File: src/rtl/pocr_regs.vh
// register map, field positions and reset values of the port
// over-current configuration bank; included by the design files
`ifndef POCR_REGS_VH
`define POCR_REGS_VH

// register indices; byte address is index times four
`define POCR_IDX_SRC1      16'h3C20
`define POCR_IDX_SRC2      16'h3C24
`define POCR_IDX_SRC3      16'h3C28
`define POCR_IDX_SRC4      16'h3C2C
`define POCR_IDX_CHARGE    16'h5246
`define POCR_IDX_SHARE     16'h525A
`define POCR_IDX_PINSEL    16'h525B
`define POCR_IDX_IRQ_STAT  16'h7000
`define POCR_IDX_IRQ_MASK  16'h7001
`define POCR_IDX_OC_STAT   16'h7002

// field positions
`define POCR_SRC_MSB       3
`define POCR_SRC_LSB       0
`define POCR_CHARGE_LSB    0
`define POCR_SHARE_LSB     1
`define POCR_PINSEL_MSB    5
`define POCR_PINSEL_LSB    0
`define POCR_IRQ_OC_LSB    0
`define POCR_IRQ_CHG_LSB   4

// over-current source encodings
`define POCR_SRC_OFF       4'h0
`define POCR_SRC_PIN       4'h1
`define POCR_SRC_GPIO      4'h2
`define POCR_SRC_FORCE     4'hF

// reset values
`define POCR_RST_SRC       8'h00
`define POCR_RST_CHARGE    8'h00
`define POCR_RST_SHARE     8'h00
`define POCR_RST_PINSEL    8'h00
`define POCR_RST_IRQ       8'h00

`endif

File: src/rtl/pocr_port_sense.v
// one port's over-current source selection and rising-edge event
// assumes sense inputs are synchronous to clk
`timescale 1ns/100ps
`default_nettype none
`include "pocr_regs.vh"

module pocr_port_sense #(
	parameter SEL_W = 4
) (
	// clock and reset
	input  wire             clk,
	input  wire             rst,
	// configuration
	input  wire [SEL_W-1:0] source_sel,
	// sense inputs
	input  wire             sense_pin,
	input  wire             gpio_pin,
	// results
	output reg              overcurrent,
	output reg              overcurrent_rise,
	output wire             enabled
);

	reg next_overcurrent;

	assign enabled = (source_sel != `POCR_SRC_OFF);

	always @*
	begin
		case (source_sel)
			`POCR_SRC_OFF:   next_overcurrent = 1'b0;
			`POCR_SRC_PIN:   next_overcurrent = sense_pin;
			`POCR_SRC_GPIO:  next_overcurrent = gpio_pin;
			`POCR_SRC_FORCE: next_overcurrent = 1'b1;
			default:         next_overcurrent = 1'b0;
		endcase
	end

	always @(posedge clk or posedge rst)
	begin
		if (rst)
		begin
			overcurrent      <= 1'b0;
			overcurrent_rise <= 1'b0;
		end
		else
		begin
			overcurrent      <= next_overcurrent;
			overcurrent_rise <= next_overcurrent & ~overcurrent;
		end
	end

endmodule // pocr_port_sense
`default_nettype wire

File: src/rtl/pocr_top.v
// port over-current configuration and charging-detect register bank
// classic wishbone slave, 8-bit registers in the low byte lane
// assumes all inputs synchronous to clk
// assumes source fields are loaded before ports are used
// register index is the byte address divided by four
`timescale 1ns/100ps
`default_nettype none
`include "pocr_regs.vh"

module pocr_top #(
	parameter PORTS = 4
) (
	// clock and reset
	input  wire              clk,
	input  wire              rst,
	// wishbone slave
	input  wire              wb_cyc_i,
	input  wire              wb_stb_i,
	input  wire              wb_we_i,
	input  wire [31:0]       wb_adr_i,
	input  wire [3:0]        wb_sel_i,
	input  wire [31:0]       wb_dat_i,
	output reg  [31:0]       wb_dat_o,
	output reg               wb_ack_o,
	// over-current sense inputs
	input  wire [PORTS-1:0]  overcurrent_sense,
	input  wire [PORTS-1:0]  overcurrent_gpio,
	// charging handshake inputs
	input  wire [PORTS-1:0]  charging_handshake_seen,
	input  wire              hub_enumerated,
	// port results
	output wire [PORTS-1:0]  port_overcurrent,
	output reg  [PORTS-1:0]  port_enabled,
	// shared over-current pin
	output reg               shared_overcurrent,
	output reg  [PORTS-1:0]  port_share_enable,
	output reg  [5:0]        shared_sense_pin_field,
	// interrupt
	output wire              irq
);

	// stored registers
	reg  [7:0]       source_cfg [0:PORTS-1];
	reg  [7:0]       charging_host_detected;
	reg  [7:0]       overcurrent_share_control;
	reg  [7:0]       shared_pin_select;
	reg  [7:0]       irq_status;
	reg  [7:0]       irq_mask;

	// next values
	reg  [7:0]       next_charging;
	reg  [7:0]       next_irq_status;
	reg  [7:0]       read_mux;

	// bus decode
	wire             bus_req;
	wire [15:0]      reg_index;
	wire             addr_ok;
	wire             wr_commit;
	wire [7:0]       wr_byte;
	wire [PORTS-1:0] hit_source;
	wire             hit_charge;
	wire             hit_share;
	wire             hit_pinsel;
	wire             hit_irq_stat;
	wire             hit_irq_mask;
	wire             hit_oc_stat;

	// per-port results
	wire [PORTS-1:0] oc_rise;
	wire [PORTS-1:0] port_on;
	wire [PORTS-1:0] charge_event;
	wire [PORTS-1:0] share_bits;

	assign bus_req   = wb_cyc_i & wb_stb_i;
	assign reg_index = wb_adr_i[17:2];
	assign addr_ok   = (wb_adr_i[31:18] == 14'h0000) && (wb_adr_i[1:0] == 2'b00);

	// a write lands on the edge where the master sees ack
	assign wr_commit = bus_req & wb_ack_o & wb_we_i & wb_sel_i[0];
	assign wr_byte   = wb_dat_i[7:0];

	// one hit per register; misaligned or high addresses miss
	assign hit_source[0] = addr_ok && (reg_index == `POCR_IDX_SRC1);
	assign hit_source[1] = addr_ok && (reg_index == `POCR_IDX_SRC2);
	assign hit_source[2] = addr_ok && (reg_index == `POCR_IDX_SRC3);
	assign hit_source[3] = addr_ok && (reg_index == `POCR_IDX_SRC4);
	assign hit_charge    = addr_ok && (reg_index == `POCR_IDX_CHARGE);
	assign hit_share     = addr_ok && (reg_index == `POCR_IDX_SHARE);
	assign hit_pinsel    = addr_ok && (reg_index == `POCR_IDX_PINSEL);
	assign hit_irq_stat  = addr_ok && (reg_index == `POCR_IDX_IRQ_STAT);
	assign hit_irq_mask  = addr_ok && (reg_index == `POCR_IDX_IRQ_MASK);
	assign hit_oc_stat   = addr_ok && (reg_index == `POCR_IDX_OC_STAT);

	// one answer per request, ack drops the cycle after
	always @(posedge clk or posedge rst)
	begin
		if (rst)
			wb_ack_o <= 1'b0;
		else
			wb_ack_o <= bus_req & ~wb_ack_o;
	end

	// read data captured with ack, unmapped reads zero
	always @(posedge clk or posedge rst)
	begin
		if (rst)
			wb_dat_o <= 32'h00000000;
		else if (bus_req & ~wb_ack_o)
			wb_dat_o <= {24'h000000, read_mux};
	end

	// read decode; reserved bits read back as stored
	always @*
	begin
		read_mux = 8'h00;
		if (hit_source[0])
			read_mux = source_cfg[0];
		else if (hit_source[1])
			read_mux = source_cfg[1];
		else if (hit_source[2])
			read_mux = source_cfg[2];
		else if (hit_source[3])
			read_mux = source_cfg[3];
		else if (hit_charge)
			read_mux = charging_host_detected;
		else if (hit_share)
			read_mux = overcurrent_share_control;
		else if (hit_pinsel)
			read_mux = shared_pin_select;
		else if (hit_irq_stat)
			read_mux = irq_status;
		else if (hit_irq_mask)
			read_mux = irq_mask;
		else if (hit_oc_stat)
			read_mux = {port_enabled, port_overcurrent};
	end

	// per-port source select registers, upper nibble kept but unused
	genvar k;
	generate
		for (k = 0; k < PORTS; k = k + 1)
		begin : g_port
			always @(posedge clk or posedge rst)
			begin
				if (rst)
					source_cfg[k] <= `POCR_RST_SRC;
				else if (wr_commit && hit_source[k])
					source_cfg[k] <= wr_byte;
			end

			pocr_port_sense #(
				.SEL_W (4)
			) pocr_port_sense_i (
				.clk              (clk),
				.rst              (rst),
				.source_sel       (source_cfg[k][`POCR_SRC_MSB:`POCR_SRC_LSB]),
				.sense_pin        (overcurrent_sense[k]),
				.gpio_pin         (overcurrent_gpio[k]),
				.overcurrent      (port_overcurrent[k]),
				.overcurrent_rise (oc_rise[k]),
				.enabled          (port_on[k])
			);
		end
	endgenerate

	// registered so enable lines up with over-current
	always @(posedge clk or posedge rst)
	begin
		if (rst)
			port_enabled <= {PORTS{1'b0}};
		else
			port_enabled <= port_on;
	end

	// handshake only counts before the hub has enumerated
	assign charge_event = charging_handshake_seen & {PORTS{~hub_enumerated}};

	// detection sets win over a software write in the same cycle
	always @*
	begin
		if (wr_commit && hit_charge)
			next_charging = wr_byte;
		else
			next_charging = charging_host_detected;
		next_charging[`POCR_CHARGE_LSB +: PORTS] =
			next_charging[`POCR_CHARGE_LSB +: PORTS] | charge_event;
	end

	// detect bits held until software overwrites them
	always @(posedge clk or posedge rst)
	begin
		if (rst)
			charging_host_detected <= `POCR_RST_CHARGE;
		else
			charging_host_detected <= next_charging;
	end

	// share control, reserved bits stored
	always @(posedge clk or posedge rst)
	begin
		if (rst)
			overcurrent_share_control <= `POCR_RST_SHARE;
		else if (wr_commit && hit_share)
			overcurrent_share_control <= wr_byte;
	end

	// shared pin selection; only valid codes are expected here
	always @(posedge clk or posedge rst)
	begin
		if (rst)
			shared_pin_select <= `POCR_RST_PINSEL;
		else if (wr_commit && hit_pinsel)
			shared_pin_select <= wr_byte;
	end

	assign share_bits = overcurrent_share_control[`POCR_SHARE_LSB +: PORTS];

	// ganged ports drive one combined status onto the chosen pin
	always @(posedge clk or posedge rst)
	begin
		if (rst)
		begin
			shared_overcurrent     <= 1'b0;
			port_share_enable      <= {PORTS{1'b0}};
			shared_sense_pin_field <= 6'h00;
		end
		else
		begin
			shared_overcurrent     <= |(port_overcurrent & share_bits);
			port_share_enable      <= share_bits;
			shared_sense_pin_field <=
				shared_pin_select[`POCR_PINSEL_MSB:`POCR_PINSEL_LSB];
		end
	end

	// interrupt status: write one to clear, new events win
	// bits 3:0 over-current rises, bits 7:4 charging events
	always @*
	begin
		next_irq_status = irq_status;
		if (wr_commit && hit_irq_stat)
			next_irq_status = irq_status & ~wr_byte;
		next_irq_status[`POCR_IRQ_OC_LSB +: PORTS] =
			next_irq_status[`POCR_IRQ_OC_LSB +: PORTS] | oc_rise;
		next_irq_status[`POCR_IRQ_CHG_LSB +: PORTS] =
			next_irq_status[`POCR_IRQ_CHG_LSB +: PORTS] | charge_event;
	end

	// sticky status, one flop per event bit
	always @(posedge clk or posedge rst)
	begin
		if (rst)
			irq_status <= `POCR_RST_IRQ;
		else
			irq_status <= next_irq_status;
	end

	// mask has the status layout; a one lets the bit through
	always @(posedge clk or posedge rst)
	begin
		if (rst)
			irq_mask <= `POCR_RST_IRQ;
		else if (wr_commit && hit_irq_mask)
			irq_mask <= wr_byte;
	end

	// level output, follows status in the same cycle
	assign irq = |(irq_status & irq_mask);

endmodule // pocr_top
`default_nettype wire

File: config.mk
export PLATFORM = sky130hd
export DESIGN_NAME = pocr_top
export DESIGN_NICKNAME = d
export VERILOG_FILES = /design/src/rtl/pocr_port_sense.v /design/src/rtl/pocr_top.v
export VERILOG_INCLUDE_DIRS = /design/src /design/src/rtl
export SDC_FILE = /design/constraint.sdc
export NUM_CORES = 1
export LEC_CHECK = 0
export BUFFER_PORTS_ARGS = -buffer_cell sky130_fd_sc_hd__buf_2
export CAP_MARGIN = 5
export CORE_MARGIN = 1.5
export CORE_UTILIZATION = 27
export DETAILED_ROUTE_END_ITERATION = 8
export GPL_TIMING_DRIVEN = 0
export PLACE_DENSITY = 0.58
export SLEW_MARGIN = 20
export SYNTH_ARGS = -nofsm -noshare
export SYNTH_HDL_FRONTEND = slang
export SYNTH_HIERARCHICAL = 1
export SYNTH_SLANG_ARGS = --single-unit
File: constraint.sdc
create_clock -name clk -period 3.57 [get_ports clk]
set_input_delay 0 -clock clk [delete_from_list [all_inputs] [get_ports clk]]
set_output_delay 0 -clock clk [all_outputs]
set_load 0.01 [all_outputs]
## Word-level counts from Yosys, hierarchy flattened

Index checks and enable logic that the tools add are counted.

| cells by class | value |
|---|---|
| reduce and logical (&&, ||, !) cells | 28 |
| equality and inequality tests | 22 |
| mux-type cells | 16 |
| bitwise operators | 23 |

Operators with widths:

| cell | number |
|---|---|
| $eq A16 B15 Y1 const B | 6 |
| $mux W8 | 11 |
| $eq A16 B14 Y1 const B | 4 |
| $logic_and A1 B1 Y1 | 20 |
| $and A8 B8 Y8 | 2 |
| $eq A4 B1 Y1 const B | 4 |
| $eq A4 B2 Y1 const B | 4 |
| $eq A4 B4 Y1 const B | 4 |
| $reduce_bool A4 Y1 | 4 |
| $logic_not A14 Y1 | 1 |
| $or A4 B4 Y4 | 3 |
| $pmux W1 S3 | 4 |
| $and A1 B1 Y1 | 9 |
| $and A4 B4 Y4 | 2 |
| $not A8 Y8 | 1 |
| $reduce_or A8 Y1 | 1 |
| $not A1 Y1 | 6 |
| $mux W4 | 1 |
| $reduce_or A4 Y1 | 1 |
| $logic_not A2 Y1 | 1 |

| storage, ports and cells | value |
|---|---|
| word-level logic and storage cells | 113 |
| flip-flop bits (word level) | 104 |
| output and inout bits | 53 |

## Logic depth before layout (Yosys ltp)

| depth | value |
|---|---|
| word-level depth | 13 |
| gate-level depth with buffers | 8 |
| depth with buffers taken out | 6 |

## By module

Netlist, hierarchy kept.

Modules (own cells, without submodules):

| module | cells an instance | area each (µm²) | instances |
|---|---|---|---|
| pocr_top | 406 | 4828.4 | 1 |
| pocr_port_sense | 11 | 121.4 | 4 |

## Worst setup path before layout

OpenSTA, ideal clock, no wires.

| path | value |
|---|---|
| kind | register to register |
| from | reg wb_ack_o |
| to | reg irq_mask[0] |
| data arrival time | 2.030 ns |
| setup slack | 1.415 ns |
| data required time | 3.445 ns |
| period minus slack after synthesis | 2.155 ns |
| stages on the path, launching flop included | 8 |
| path through | dfrtp_1 -> nand3_1 -> or2_2 -> clkbuf_1 -> nand2b_1 -> or2_2 -> clkbuf_1 -> mux2_2 |

| between the ends | value |
|---|---|
| word-level cells in the longest chain between the ends | 4 |

RTL lines:

| element | line | source |
|---|---|---|
| start, declared | pocr_top.v:24 | `output reg wb_ack_o,` |
| start signal, assigned | pocr_top.v:101 | `wb_ack_o <= bus_req & ~wb_ack_o;` |
| $and A1 B1 Y1 (3 in a row) | pocr_top.v:80 | `assign wr_commit = bus_req & wb_ack_o & wb_we_i & wb_sel_i[0];` |
| $logic_and A1 B1 Y1 | pocr_top.v:264 | `else if (wr_commit && hit_irq_mask)` |
| end signal, assigned | pocr_top.v:263 | `` irq_mask <= `POCR_RST_IRQ; `` |
| end signal, assigned | pocr_top.v:265 | `irq_mask <= wr_byte;` |
| end, declared | pocr_top.v:48 | `reg [7:0] irq_mask;` |

Every way passes these cells.
A chain may end at the register's enable or synchronous reset.

## Final worst setup path

| path | value |
|---|---|
| from | reg wb_ack_o |
| to | reg charging_host_detected[1] |

| between the ends | value |
|---|---|
| word-level cells in the longest chain between the ends | 6 |

RTL lines:

| element | line | source |
|---|---|---|
| $and A1 B1 Y1 (3 in a row) | pocr_top.v:80 |  |
| $logic_and A1 B1 Y1 | pocr_top.v:182 | `if (wr_commit && hit_charge)` |
| $mux W4 | pocr_top.v:182 |  |
| $or A4 B4 Y4 | pocr_top.v:187 | `` next_charging[`POCR_CHARGE_LSB +: PORTS] \| charge_event; `` |
| named net next_charging[1] | pocr_top.v:51 | `reg [7:0] next_charging;` |
| end signal, assigned | pocr_top.v:194 | `` charging_host_detected <= `POCR_RST_CHARGE; `` |
| end signal, assigned | pocr_top.v:196 | `charging_host_detected <= next_charging;` |
| end, declared | pocr_top.v:44 | `reg [7:0] charging_host_detected;` |

The timed path passes the listed nets, and every way through them passes these cells.

==> run summary <==
Crit-path slowest cell: dlygate4sd3_1
drt wl/cell: 18.5 um
Initial Util: 27.4%
total power: 2.37 mW
setup ws final: 802 ps
I/O Buffers: 87
Clock power frac: 40.4%
Core Box Area: 19,400 um2
Post-synth EDFFs: 0
cell internal pwr: 1.83 mW
Reg power frac: 50.4%
max incr delay on CP: 560 ps
Max Cap Violations: 0
Slew HR: 34.3%
worst min path class: in2reg
CP required: 3800 ps
Yosys cell types: 60
largest net degree at the start of global routing: 52
routability cong.: 0.864
Main synth FF type: dfrtp_1
P&R area growth vs syn: 23.9%
Critical Path Fanout Max: 10
Die W: 143 um
RSZ-0062 raised after global routing: false
Final Hold Vio Count: 0
Post-Route WL: 15,700 um
crit start category: flop
Worst Path Class, Setup: reg2reg
WP buf/inv: 3
power per cell area: 360 nW/um2
syn avg cell area: 11.8 um2
leakage: 3.23 nW
first-pass GRT wire length: 23,900 um
TritonCTS clock tree: built
io pins: 139
antenna violation net count after detailed routing: 0
DR vias/cell: 4.98
CTS Sinks: 104
CTS buffer count: 9
vias in the first global route: 4,196
fin. max-slew vios: 0
fill count: 2,027
Remaining DRCs: 0
crit-path leading delay family: buffers and inverters
CP cell instances: nand3_1 -> or2_2 -> clkbuf_1 -> nor3_1 -> buf_2 -> mux2i_1 -> o21ai_0 -> dlygate4sd3_1
initial antenna violation count: 0
Seq/Total Area, Yosys: 49.0%
WP data arrival: 3000 ps
placed wire-length estimate: 11,900 um
sw frac: 22.9%
ys async rst share: 100%
Psw: 543 uW
CTS Buffer Depth: 2
Clk Latency, worst-skew pair: 350 ps
fin crit period: 2770 ps
pre-CTS WS: 789 ps
Die H: 143 um
final setup vio count: 0
full die area: 20,500 um2
setup tns final: 0 ps
GR Util All Layers: 15.6%
layout cells sized above 1: 37.4%
Max Clock Freq: 0.361 GHz
outcome: completed
vias: 4,233
Synth Register Bits: 104
fin area: 6590 um2
antenna cells: 0
Root Buffer: clkbuf_16
period utilization: 77.5%
cells after synthesis: 450
Initial DRC Count: 405
Least-Margin Pin Slew: 981 ps
Peak supply drop: 0.254 mV
Synth Cell Area: 5310 um2
number of iterations in the first detailed-routing pass: 5
layout net count: 669
Ys Warns: 6
row count: 51
GR Overflow Total: 0
endpoint type of the worst setup path: flop
placed inst area: 6200 um2
Comb power frac: 9.3%
clk slew on worst S/H paths: 60 ps
final clock skew: 2.88 ps
H-Tree Depth: 3
per-stage QoR:
stage | hold WS (ps) | util, % | instances
global route | 29.0 | 34.0 | 850
floorplan | -259 | - | 473
global placement | -100 | 31.8 | 825
detailed placement | -62.8 | 32.0 | 826
CTS | 14.9 | 34.0 | 850
finish | 28.4 | 34.0 | 850
routing by layer:
layer / routed length, um / GRT usage [%]
met5: 0 / 0
met4: 325 / 5.21
met3: 1120 / 3.07
met2: 7110 / 24.8
met1: 7130 / 21.4
cell type report:
class / instances / area [um2] / area share [%]
inverter: 12 / 50.0 / 0.760
clock inverter: 1 / 30.0 / 0.456
clock buffer: 12 / 246 / 3.74
tap: 265 / 332 / 5.03
buffer: 42 / 250 / 3.80
sequential: 104 / 2600 / 39.5
timing repair buffer: 99 / 573 / 8.70
multi-input combinational: 315 / 2500 / 38.0
kinds of logic (layout without fill, tap and decap cells):
kind of cell	count (synthesis)	after routing	synth area share, %
flops	104	104	49.0
compound gates	98	98	13.0
buf+inv	54	166	5.56
mux	83	83	17.5
other cells	1	24	0.0706
simple gates	110	110	14.9
what timing repair did:
action,4_1_cts,5_1_grt
setup endpoints to repair,0,0
endpoints found under the hold margin,65,0
hold buffers,11,0
resized for setup,0,0
setup buffers,0,0
worst register-to-register path, stage by stage, from the launching register on:
cell           delay, ps
dfrtp_1              360
nand3_1               80
or2_2                270
clkbuf_1             370
nor3_1               390
buf_2                320
mux2i_1              210
o21ai_0               90
dlygate4sd3_1        560
flip-flops by register name, indices dropped and copies added, names as in the netlist:
register and count:
source_cfg 32, charging_host_detected 8, irq_mask 8, irq_status 8
overcurrent_share_control 8, shared_pin_select 8, wb_dat_o 8, shared_sense_pin_field 6
g_port.pocr_port_sense_i/overcurrent 4, g_port.pocr_port_sense_i/overcurrent_rise 4, port_enabled 4, port_share_enable 4
shared_overcurrent 1, wb_ack_o 1
placed cells by master, fill, tap and decap left out, drive strengths merged, types with 11 or more instances in the layout:
master       instances
conb                24
buf                116
nor3                17
clkbuf              26
mux2                60
inv                 12
dfrtp              104
dlygate4sd3         11
mux2i               21
nand2               24
a21oi               13
o21ai               26
cell usage after synthesis, types with 6 or more instances:
cell / instances / area (um2)
buf_4: 24 / 180
a22o_1: 6 / 52.6
o22ai_1: 6 / 37.5
a21oi_1: 13 / 65.1
o211ai_1: 6 / 45.0
nor2b_1: 9 / 56.3
a22oi_1: 7 / 52.6
nand2b_1: 6 / 37.5
clkbuf_1: 13 / 48.8
inv_1: 12 / 45.0
mux2i_1: 21 / 210
o21ai_0: 26 / 130
nand2_1: 23 / 86.3
dfrtp_1: 104 / 2600
mux2_2: 60 / 676
nor3_1: 12 / 60.1
final timing paths:
path	start	to	slack, ps	depth (start not counted)
min in group asynchronous	rst	g_port[0].pocr_port_sense_i/overcurrent_rise	110	3
min	wb_dat_i[7]	irq_status[7]	30	3
max in group asynchronous	rst	source_cfg[19]	2720	4
max	wb_ack_o	charging_host_detected[1]	800	8
min reg2reg	shared_pin_select[4]	shared_sense_pin_field[4]	400	0
max reg2reg	wb_ack_o	charging_host_detected[1]	800	8
power by group through the flow:
stage,Sequential [mW],Combinational [mW],Clock (mW)
4_1_cts,1.19,0.220,0.977
3_5_place_dp,1.22,0.211,0
5_1_grt,1.19,0.241,1.03
2_1_floorplan,1.22,0.114,0
6_report,1.19,0.220,0.957
3_3_place_gp,1.22,0.204,0
No activity file was read; power rests on OpenSTA's default activity.
